[config.mk]
export PLATFORM = sky130hd
export DESIGN_NAME = periodic_timebase_interrupt
export DESIGN_NICKNAME = d
export VERILOG_FILES = /design/src/tick_pkg.sv /design/src/periodic_timebase_interrupt.sv /design/src/tick_edge_detect.sv /design/src/tick_prescaler.sv
export SDC_FILE = /design/constraint.sdc
export NUM_CORES = 1
export LEC_CHECK = 0
export ABC_CLOCK_PERIOD_IN_PS = 5150
export BUFFER_PORTS_ARGS = -buffer_cell sky130_fd_sc_hd__buf_2
export CORE_MARGIN = 5
export CORE_UTILIZATION = 53
export DETAILED_ROUTE_END_ITERATION = 10
export GPL_TIMING_DRIVEN = 0
export PLACE_DENSITY = 0.75
export SYNTH_ARGS = -nofsm -noshare
export SYNTH_HDL_FRONTEND = slang
export SYNTH_SLANG_ARGS = --single-unit
[constraint.sdc]
create_clock -name mclk -period 5.15 [get_ports mclk]
set_clock_uncertainty 0.05 [all_clocks]
set_input_delay 1.03 -clock mclk [delete_from_list [all_inputs] [get_ports mclk]]
set_output_delay 1.03 -clock mclk [all_outputs]
set_load 0.005 [all_outputs]
[src/tick_pkg.sv]
// constants for the periodic timebase block
package tick_pkg;
    localparam int ADDR_W = 4;
    localparam int DATA_W = 8;
    localparam logic [ADDR_W-1:0] CTRL_OFFS = 4'h0;
    localparam logic [ADDR_W-1:0] IRQ_STAT_OFFS = 4'h1;
    localparam logic [ADDR_W-1:0] IRQ_MASK_OFFS = 4'h2;
    // timebase_control layout
    localparam int FLAG_BIT = 7;
    localparam int RATE_LSB = 4;
    localparam int RATE_W = 3;
    localparam int ACK_BIT = 3;
    localparam int IRQ_EN_BIT = 2;
    localparam int ENABLE_BIT = 1;
    localparam logic [DATA_W-1:0] CTRL_RESET = 8'h00;
    localparam logic [DATA_W-1:0] UNMAPPED_READ = 8'h00;
    // status / mask layout
    localparam int EV_TICK_BIT = 0;
    localparam int EV_W = 1;
    // chain geometry
    localparam int CHAIN_W = 22;
    localparam int PRESCALE_SHIFT = 7;
    localparam int PRESCALE_LAST = 127;
    typedef enum logic [1:0] {
        mode_run,
        mode_wait,
        mode_stop
    } power_mode_e;
    // log2 of the base divide ratio for each rate code
    function automatic logic [4:0] tap_log2(input logic [RATE_W-1:0] code);
        case (code)
            3'h0: tap_log2 = 5'hF;
            3'h1: tap_log2 = 5'hD;
            3'h2: tap_log2 = 5'hB;
            3'h3: tap_log2 = 5'h7;
            3'h4: tap_log2 = 5'h6;
            3'h5: tap_log2 = 5'h5;
            3'h6: tap_log2 = 5'h4;
            default: tap_log2 = 5'h3;
        endcase
    endfunction : tap_log2
endpackage : tick_pkg

[src/periodic_timebase_interrupt.sv]
// periodic timebase interrupt generator with control register port
// Notes on behaviour
// - chain overflow at selected tap sets the pending flag
// - with interrupt enable set, a set pending flag requests the cpu
// - ack one clears flag, ack zero ignored, ack reads zero
// - pending flag is read only and shows pending state
// - without prescale, codes select 32768 8192 2048 128 64 32 16 8
// - with prescale, codes select 4194304 down to 1024 as tabled
// - period is divide ratio over oscillator clock frequency
// - enable low clears chain, enable high counts, reset clears enable
// - interrupt enable is read/write, gates request only, reset clears it
// - wait mode keeps counting, flagging and requesting
// - control register is not reachable by the cpu in wait mode
// - stop mode runs only if oscillator kept alive, else halts
// - running in stop, enabled tick wakes the device
// - control register is not reachable by the cpu in stop mode
// - first flag after enable near half period, later at exact period
`timescale 1ns/100ps
module periodic_timebase_interrupt
    import tick_pkg::*;
#(
    parameter int CHAIN_WIDTH = CHAIN_W
) (
    input wire logic mclk,
    input wire logic reset,
    input wire logic [ADDR_W-1:0] addr,
    input wire logic [DATA_W-1:0] wdata,
    input wire logic wr_en,
    input wire logic rd_en,
    output logic [DATA_W-1:0] rdata,
    input wire logic [1:0] power_mode,
    input wire logic extra_prescale_option,
    input wire logic osc_keep_alive_in_stop,
    output logic tick_irq,
    output logic tick_wakeup,
    output logic irq
);
    if (CHAIN_WIDTH < 16) begin : g_width_check
        $error("chain too short for the divide taps");
    end

    logic tick_enable_q;
    logic tick_irq_enable_q;
    logic [RATE_W-1:0] tick_rate_select_q;
    logic tick_pending_flag_q;
    logic [EV_W-1:0] stat_q;
    logic [EV_W-1:0] mask_q;
    logic [CHAIN_WIDTH-1:0] chain_q;
    logic [DATA_W-1:0] rdata_q;
    logic tick_irq_q;
    logic tick_wakeup_q;
    logic irq_q;
    logic in_wait;
    logic in_stop;
    logic osc_alive;
    logic cpu_access;
    logic ctrl_wr;
    logic stat_wr;
    logic mask_wr;
    logic step;
    logic overflow;
    logic ack;
    logic [4:0] tap;

    always_comb begin
        in_wait = power_mode == 2'(mode_wait);
        in_stop = power_mode == 2'(mode_stop);
        osc_alive = !in_stop || osc_keep_alive_in_stop;
        cpu_access = !in_wait && !in_stop;
        ctrl_wr = wr_en && cpu_access && addr == CTRL_OFFS;
        stat_wr = wr_en && addr == IRQ_STAT_OFFS;
        mask_wr = wr_en && addr == IRQ_MASK_OFFS;
        ack = ctrl_wr && wdata[ACK_BIT];
        // bit below the ratio's power: its rising edge repeats once per divide ratio
        tap = 5'(tap_log2(tick_rate_select_q) - 5'h1);
    end

    // control register fields
    always_ff @(posedge mclk) begin
        if (reset) begin
            tick_enable_q <= 1'b0;
            tick_irq_enable_q <= 1'b0;
            tick_rate_select_q <= '0;
        end else if (ctrl_wr) begin
            tick_enable_q <= wdata[ENABLE_BIT];
            tick_irq_enable_q <= wdata[IRQ_EN_BIT];
            // rate kept steady by software while enabled
            tick_rate_select_q <= wdata[RATE_LSB +: RATE_W];
        end
    end

    // chain steps every oscillator cycle, or every 128th one with the extra prescale option
    tick_prescaler u_prescaler (
        .mclk(mclk),
        .reset(reset),
        .run(tick_enable_q && osc_alive),
        .clear(!tick_enable_q),
        .bypass(!extra_prescale_option),
        .step(step)
    );

    always_ff @(posedge mclk) begin
        if (reset || !tick_enable_q) begin
            chain_q <= '0;
        end else if (step) begin
            chain_q <= chain_q + 1'b1;
        end
    end

    // tap rises first after half a period, then once every full period
    tick_edge_detect #(
        .WIDTH(CHAIN_WIDTH)
    ) u_edge (
        .mclk(mclk),
        .reset(reset),
        .clear(!tick_enable_q),
        .step(step),
        .chain(chain_q),
        .tap(tap),
        .overflow(overflow)
    );

    // set wins over acknowledge
    always_ff @(posedge mclk) begin
        if (reset) begin
            tick_pending_flag_q <= 1'b0;
        end else if (overflow) begin
            tick_pending_flag_q <= 1'b1;
        end else if (ack) begin
            tick_pending_flag_q <= 1'b0;
        end
    end

    always_ff @(posedge mclk) begin
        if (reset) begin
            stat_q <= '0;
        end else begin
            for (int i = 0; i < EV_W; i++) begin
                if (i == EV_TICK_BIT && overflow) begin
                    stat_q[i] <= 1'b1;
                end else if (stat_wr && wdata[i]) begin
                    stat_q[i] <= 1'b0;
                end
            end
        end
    end

    always_ff @(posedge mclk) begin
        if (reset) begin
            mask_q <= '0;
        end else if (mask_wr) begin
            mask_q <= wdata[EV_W-1:0];
        end
    end

    always_ff @(posedge mclk) begin
        if (reset) begin
            tick_irq_q <= 1'b0;
            tick_wakeup_q <= 1'b0;
            irq_q <= 1'b0;
        end else begin
            // mirrors the flag's next value so a tick beside an ack leaves no gap
            tick_irq_q <= tick_irq_enable_q && (overflow || (tick_pending_flag_q && !ack));
            tick_wakeup_q <= in_stop && osc_keep_alive_in_stop && tick_irq_enable_q && overflow;
            irq_q <= |(stat_q & mask_q);
        end
    end

    // read port; ack bit and reserved bits read zero
    always_ff @(posedge mclk) begin
        if (reset) begin
            rdata_q <= UNMAPPED_READ;
        end else if (rd_en) begin
            case (addr)
                CTRL_OFFS: begin
                    rdata_q <= CTRL_RESET;
                    if (cpu_access) begin
                        rdata_q[FLAG_BIT] <= tick_pending_flag_q;
                        rdata_q[RATE_LSB +: RATE_W] <= tick_rate_select_q;
                        rdata_q[IRQ_EN_BIT] <= tick_irq_enable_q;
                        rdata_q[ENABLE_BIT] <= tick_enable_q;
                    end
                end
                IRQ_STAT_OFFS: rdata_q <= DATA_W'(stat_q);
                IRQ_MASK_OFFS: rdata_q <= DATA_W'(mask_q);
                default: rdata_q <= UNMAPPED_READ;
            endcase
        end else begin
            rdata_q <= UNMAPPED_READ;
        end
    end

    assign rdata = rdata_q;
    assign tick_irq = tick_irq_q;
    assign tick_wakeup = tick_wakeup_q;
    assign irq = irq_q;
endmodule : periodic_timebase_interrupt

[src/tick_edge_detect.sv]
// detects the rising transition of the chosen chain tap
`timescale 1ns/100ps
module tick_edge_detect #(
    parameter int WIDTH = 22
) (
    input wire logic mclk,
    input wire logic reset,
    input wire logic clear,
    input wire logic step,
    input wire logic [WIDTH-1:0] chain,
    input wire logic [4:0] tap,
    output logic overflow
);
    logic prev_q;
    logic cur;

    always_comb begin
        cur = chain[tap];
    end

    // each rise of the tap ends one period of the tap and the stages below it; the first rise comes after half a period
    always_ff @(posedge mclk) begin
        if (reset || clear) begin
            prev_q <= 1'b0;
        end else if (step) begin
            prev_q <= cur;
        end
    end

    always_comb begin
        // qualified by step so a slow prescaled chain still gives a one-cycle pulse
        overflow = step && !prev_q && cur;
    end
endmodule : tick_edge_detect

[src/tick_prescaler.sv]
// optional divide-by-128 enable pulse generator
`timescale 1ns/100ps
module tick_prescaler
    import tick_pkg::*;
(
    input wire logic mclk,
    input wire logic reset,
    input wire logic run,
    input wire logic clear,
    input wire logic bypass,
    output logic step
);
    logic [PRESCALE_SHIFT-1:0] count_q;

    always_ff @(posedge mclk) begin
        if (reset || clear) begin
            count_q <= '0;
        end else if (run && !bypass) begin
            count_q <= count_q + 1'b1;
        end
    end

    always_comb begin
        step = run && (bypass || count_q == PRESCALE_SHIFT'(PRESCALE_LAST));
    end
endmodule : tick_prescaler
# [Word level (Yosys, flattened, before mapping)]
# Index checks and enable logic that the tools add are counted.
[op_classes] addsub=3 multipliers=0 div=0 order_cmp=1 n_eq_ne=11 shift=0 mux=10 bitwise_logic=2 n_reduce_logical=32
[ops] cell="4-bit one-hot mux with 7 select lines" count=1
[ops] cell="8-bit one-hot mux with 3 select lines" count=1
[ops] cell="22-bit by 1-bit adder with 22-bit output (second input constant)" count=1
[ops] cell="1-bit logical AND" count=17
[ops] cell="3-bit == test (second input constant)" count=3
[ops] cell="7-bit by 1-bit adder with 7-bit output (second input constant)" count=1
[ops] cell="7-bit == test (second input constant)" count=1
[ops] cell="3-bit by 2-bit == test with 1-bit output (second input constant)" count=2
[ops] cell="1-bit logical NOT" count=6
[ops] cell="5-bit by 6-bit less-than comparator with 1-bit output (second input constant)" count=1
[ops] cell="1-bit binary-select mux with 5-bit select" count=1
[ops] cell="1-bit two-way mux" count=5
[ops] cell="5-bit by 1-bit subtractor with 5-bit output (second input constant)" count=1
[ops] cell="4-bit by 1-bit == test with 1-bit output (second input constant)" count=1
[ops] cell="4-bit by 2-bit == test with 1-bit output (second input constant)" count=1
[ops] cell="4-bit logical NOT" count=1
[ops] cell="1-bit logical OR" count=4
[ops] cell="4-bit two-way mux" count=1
[ops] cell="2-bit nonzero test" count=2
[ops] cell="3-bit by 1-bit == test with 1-bit output (second input constant)" count=1
[ops] cell="3-bit logical NOT" count=1
[ops] cell="2-bit by 1-bit == test with 1-bit output (second input constant)" count=1
[ops] cell="2-bit == test (second input constant)" count=1
[ops] cell="2-bit two-way mux" count=1
[ops] cell="other kinds (3)" count=3
[totals] reg_bits=49 latch_bits=0 mem_bits_rw=0 mem_bits_ro=0 in_bits=20 output_inout_bits=11 word_cells=72 n_memories=0

# [Logic depth before layout (Yosys ltp)]
[logic_depth] depth_word=10 ltp_mapped=10 mapped_depth_nobuf=8

# [By module]
# From an unflattened synthesis, not the netlist that was laid out.
[hier_totals] hier_cells=270 hier_area_um2=2386.0
[by_module_without_submodules] module="periodic_timebase_interrupt" n_inst=1 cells_per_inst=198 area_per_inst_um2=1762.9 seq_area_each_um2=800.8
[by_module_without_submodules] module="tick_prescaler" n_inst=1 cells_per_inst=38 area_per_inst_um2=322.8 seq_area_each_um2=140.1
[by_module_without_submodules] module="tick_edge_detect" n_inst=1 cells_per_inst=34 area_per_inst_um2=300.3 seq_area_each_um2=20.0

# [Worst setup path before layout]
# Ideal clock, no wire load.
[synth_path] path_type="input-to-reg" startpoint="in power_mode[0]" endpoint="reg chain_q[10]" t_arrival_ns=2.392 path_slack_ns=2.638 path_stages=7 path_cell_list="inv_1 -> ha_1 -> inv_1 -> o21a_1 -> nand3_1 -> or4_2 -> a21oi_1"
[synth_between] elab_chain_len=5
[synth_rtl] element="start, declared" line_no="periodic_timebase_interrupt.sv:31" rtl="input wire logic [1:0] power_mode,"
[synth_rtl] element="2-bit == test" line_no="periodic_timebase_interrupt.sv:67" rtl="in_stop = power_mode == 2'(mode_stop);"
[synth_rtl] element="1-bit logical NOT" line_no="periodic_timebase_interrupt.sv:68" rtl="osc_alive = !in_stop || osc_keep_alive_in_stop;"
[synth_rtl] element="1-bit logical OR" line_no="periodic_timebase_interrupt.sv:68"
[synth_rtl] element="1-bit logical AND" line_no="periodic_timebase_interrupt.sv:96" rtl=".run(tick_enable_q && osc_alive),"
[synth_rtl] element="1-bit logical AND" line_no="tick_prescaler.sv:24" rtl="step = run && (bypass || count_q == PRESCALE_SHIFT'(PRESCALE_LAST));"
[synth_rtl] element="end signal, assigned" line_no="periodic_timebase_interrupt.sv:106" rtl="chain_q <= chain_q + 1'b1;"
[synth_rtl] element="end, declared" line_no="periodic_timebase_interrupt.sv:48" rtl="logic [CHAIN_WIDTH-1:0] chain_q;"
# Every way passes these cells.
# A chain may end at the register's enable or synchronous reset.

# [Final worst setup path]
[layout_path] startpoint="reg tick_rate_select_q[2]" endpoint="reg u_edge.prev_q"
[layout_between] elab_chain_len=5
[layout_rtl] element="start, declared" line_no="periodic_timebase_interrupt.sv:44" rtl="logic [RATE_W-1:0] tick_rate_select_q;"
[layout_rtl] element="start signal, assigned" line_no="periodic_timebase_interrupt.sv:88" rtl="tick_rate_select_q <= wdata[RATE_LSB +: RATE_W];"
[layout_rtl] element="3-bit == test, or another cell as far along" line_no="tick_pkg.sv:31" rtl="case (code)"
[layout_rtl] element="4-bit one-hot mux with 7 select lines *" line_no="tick_pkg.sv:31"
[layout_rtl] element="5-bit by 1-bit subtractor with 5-bit output *" line_no="periodic_timebase_interrupt.sv:75" rtl="tap = 5'(tap_log2(tick_rate_select_q) - 5'h1);"
[layout_rtl] element="1-bit binary-select mux with 5-bit select *" line_no="tick_edge_detect.sv:18" rtl="cur = chain[tap];"
[layout_rtl] element="1-bit two-way mux (not written as such) *" line_no="tick_edge_detect.sv:18"
[layout_rtl] element="end signal, assigned" line_no="tick_edge_detect.sv:26" rtl="prev_q <= cur;"
[layout_rtl] element="end, declared" line_no="tick_edge_detect.sv:14" rtl="logic prev_q;"
# Every way passes the cells marked *; elsewhere a longest branch is shown, timed or not. The select of a mux whose other input is x is not followed.

==> metrics.md <==
| Metric | Value |
|---|---|
| Status | complete, no violations |
| Clock period minus worst slack | 2.65 ns |
| R2r worst-path depth | 10 |
| Clock Power Share | 0.437 |
| Comb power frac | 0.036 |
| H-tree depth | 2 |
| FF-to-FF End | u_edge.prev_q |
| CTS tree | yes |
| Hold path start | mask_q |
| Peak supply drop | 175 uV |
| DRT iter0 DRCs | 113 |
| Post_cts resized | 0 |
| Mapped Area | 1950 sq um |
| Crit path required time | 5.28 ns |
| Die height | 70.7 um |
| Clock-pin slew on the worst setup and hold paths | 0.07 ns |
| Diodes inserted | 0 |
| Clock latency on the worst-skew pair | 0.29 ns |
| Total Wirelength | 4040 um |
| Die area | 4990 sq um |
| DR pass1 iterations | 4 |
| Tcrit/Tclk final | 0.515 |
| Unrepaired setup endpoints after global routing | false |
| Fmax achieved | 0.377 GHz |
| Antenna violations before repair | 0 |
| Number of flops mapped to enable cells by yosys | 0 |
| Core area | 3610 sq um |
| Crit path cell chain | clkbuf_1, nand2_1, mux2i_1, ha_1, clkbuf_1, inv_1, nand3_1, o21ai_0, a311o_1, o41ai_1 |
| Count of state elements after synthesis | 41 |
| R2r startpoint | tick_rate_select_q[2] |
| Clock sinks | 41 |
| Synth cell types | 44 |
| Synth warnings | 0 |
| Max Cap Violations | 0 |
| Power Density | 265 nW/um^2 |
| Critical-path top delay cell | a311o_1 |
| Row count | 22 |
| TNS Setup | 0 ns |
| Initial Util | 0.541 |
| Buf/Inv on CP | 3 |
| Asr flop ratio synth | 0 |
| CP Capture Type | flip-flop |
| HP Class | reg -> reg |
| Largest net degree at the start of global routing | 13 |
| Gpl congestion | 0.756 |
| CTS buffer count | 5 |
| Multi-input logic area | 1050 sq um |
| Routed vias/inst | 5.39 |
| Prevailing post-synth register cell | dfxtp_1 |
| Storage cell area | 821 sq um |
| Cell family with most CP delay | compound AO/OA/AOI/OAI gates |
| Commonest non-fill, non-tap cells in the layout | dfxtp_1, buf_2, nor2_1 |
| Mapped Cells | 227 |
| Seq/Total Area, Yosys | 0.421 |
| Lkg Pwr | 0.851 nW |
| Syn nets | 251 |
| WS Path Type | reg -> reg |
| Crit Path Max Fanout | 10 |
| Net Switching | 0.000117 W |
| PortBufs | 28 |
| # DRC | 0 |
| Critical path depth | 10 |
| CP arrival | 2.79 ns |
| Vias in the first global route | 1589 |
| WL per Instance | 13.0 um |
| Setup violators final | 0 |
| Die width | 70.7 um |
| Sw Ratio | 0.194 |
| Layout Nets | 286 |
| Crit-path most repeated cell | clkbuf_1 |
| Setup slack, reg-to-reg | 2.50 ns |
| Register share of total power | 0.528 |
| Grt ovf | 0 |
| Setup bufs post-CTS | 0 |
| Area Overhead vs Synth | 16.2% |
| Proportion of layout cells with a drive suffix above 1 | 0.175 |
| Layout filler cell count | 336 |
| Final antenna-violating net count | 0 |
| Startpoint Class | flip-flop |
| Detailed Place HPWL | 2990 um |
| Cts hold-fix bufs | 0 |
| Internal power | 0.000485 W |
| CTS Root Cell | clkbuf_8 |
| Final hold viol count | 0 |
| Via count | 1675 |
| Syn_area_per_cell | 8.59 sq um |
| Final slew viol count | 0 |
| Most common cell after layout, fill and taps aside | dfxtp_1 |
| Hold Worst Slack | 0.396 ns |
| Worst Setup SP | tick_rate_select_q[2] |
| CP max stage delay | 0.44 ns |
| Clock Path Buffers | 2 |
| Placed Area | 2150 sq um |
| Boundary Pins | 31 |
| Post-route cell area | 2270 sq um |
| Crit path capture | u_edge.prev_q |
| GRT Util Overall | 0.169 |
| Global-route wire length before repair | 6870 um |
-- worst reg2reg max path, stage by stage, from the launching register on --
cell and delay, ns:
dfxtp_1 0.35, clkbuf_1 0.35, nand2_1 0.10, mux2i_1 0.14
ha_1 0.16, clkbuf_1 0.28, inv_1 0.15, nand3_1 0.10
o21ai_0 0.09, a311o_1 0.44, o41ai_1 0.33
-- flip-flops by register name, summed over array words and instances, names as in the netlist --
| signal | cells |
|---|---|
| tick_irq | 1 |
| stat_q | 1 |
| mask_q | 1 |
| rdata | 7 |
| chain_q | 15 |
| irq | 1 |
| tick_wakeup | 1 |
| tick_irq_enable_q | 1 |
| u_prescaler.count_q | 7 |
| tick_rate_select_q | 3 |
| tick_pending_flag_q | 1 |
| u_edge.prev_q | 1 |
| tick_enable_q | 1 |
-- how the worst min path moves through the flow --
stage               endpoint  slack (ns)  cells after the start
global route             irq        0.42                      2
CTS                      irq        0.40                      2
finish                   irq        0.40                      2
floorplan                irq        0.37                      2
detailed placement       irq        0.38                      2
global placement         irq        0.38                      2
-- area by class of cell --
class / instances / area share
clock inverter: 1 / 0.0132
tap: 48 / 0.0265
inverter: 6 / 0.00993
buffer: 13 / 0.0243
timing repair buffer: 28 / 0.0618
sequential: 41 / 0.362
clock buffer: 7 / 0.0381
multi-input combinational: 167 / 0.464
-- stage by stage --
stage	setup WS (ns)	cells	total power [W]	utilization
floorplan	2.64	227	0.000335	-
global placement	2.35	303	0.000346	0.596
detailed placement	2.35	303	0.000346	0.596
CTS	2.52	311	0.000608	0.629
global route	2.34	311	0.000628	0.629
finish	2.50	311	0.000602	0.629
-- cells by family after synthesis --
group	Yosys count	share of synthesized area
compound gates	37	0.110
buf+inv	19	0.0398
mux	13	0.0674
fa+ha+maj	4	0.0257
other cells	1	0.00192
simple gates	100	0.281
flops	41	0.421
xor+xnor	12	0.0539
-- layer usage --
| metal | part of all wire | up-vias | global-route usage |
|---|---|---|---|
| li1 | - | 882 | - |
| met1 | 0.47 | 766 | 0.214 |
| met2 | 0.48 | 23 | 0.282 |
| met3 | 0.036 | 4 | 0.0440 |
| met4 | 0.011 | 0 | 0.0501 |
| met5 | 0 | - | 0 |
-- synth_stat cells, drive strengths merged, types with 2 or more instances --
cell,n,share of area
nand4,9,0.037
or3,9,0.030
nor3b,3,0.012
xor2,9,0.040
xnor2,3,0.013
o31ai,2,0.0077
a21oi,15,0.038
ha,4,0.026
nand2b,2,0.0064
and2,4,0.013
nor2b,2,0.0064
o21ai,11,0.028
nor3,6,0.015
or4,4,0.017
dfxtp,41,0.42
nand2,18,0.035
clkbuf,9,0.017
nor2,21,0.040
nand3,12,0.033
buf,4,0.011
inv,6,0.012
nor4,3,0.0096
mux2i,12,0.062
and3,4,0.013
o22ai,3,0.0096
-- power groups by stage --
| stage | combinational, W | sequential [W] | clock (W) |
|---|---|---|---|
| floorplan | 0.0000105 | 0.000325 | 0 |
| global placement | 0.0000210 | 0.000325 | 0 |
| detailed placement | 0.0000212 | 0.000325 | 0 |
| CTS | 0.0000214 | 0.000317 | 0.000269 |
| global route | 0.0000238 | 0.000318 | 0.000287 |
| finish | 0.0000215 | 0.000317 | 0.000263 |
Power figures use the tool's default switching activity.
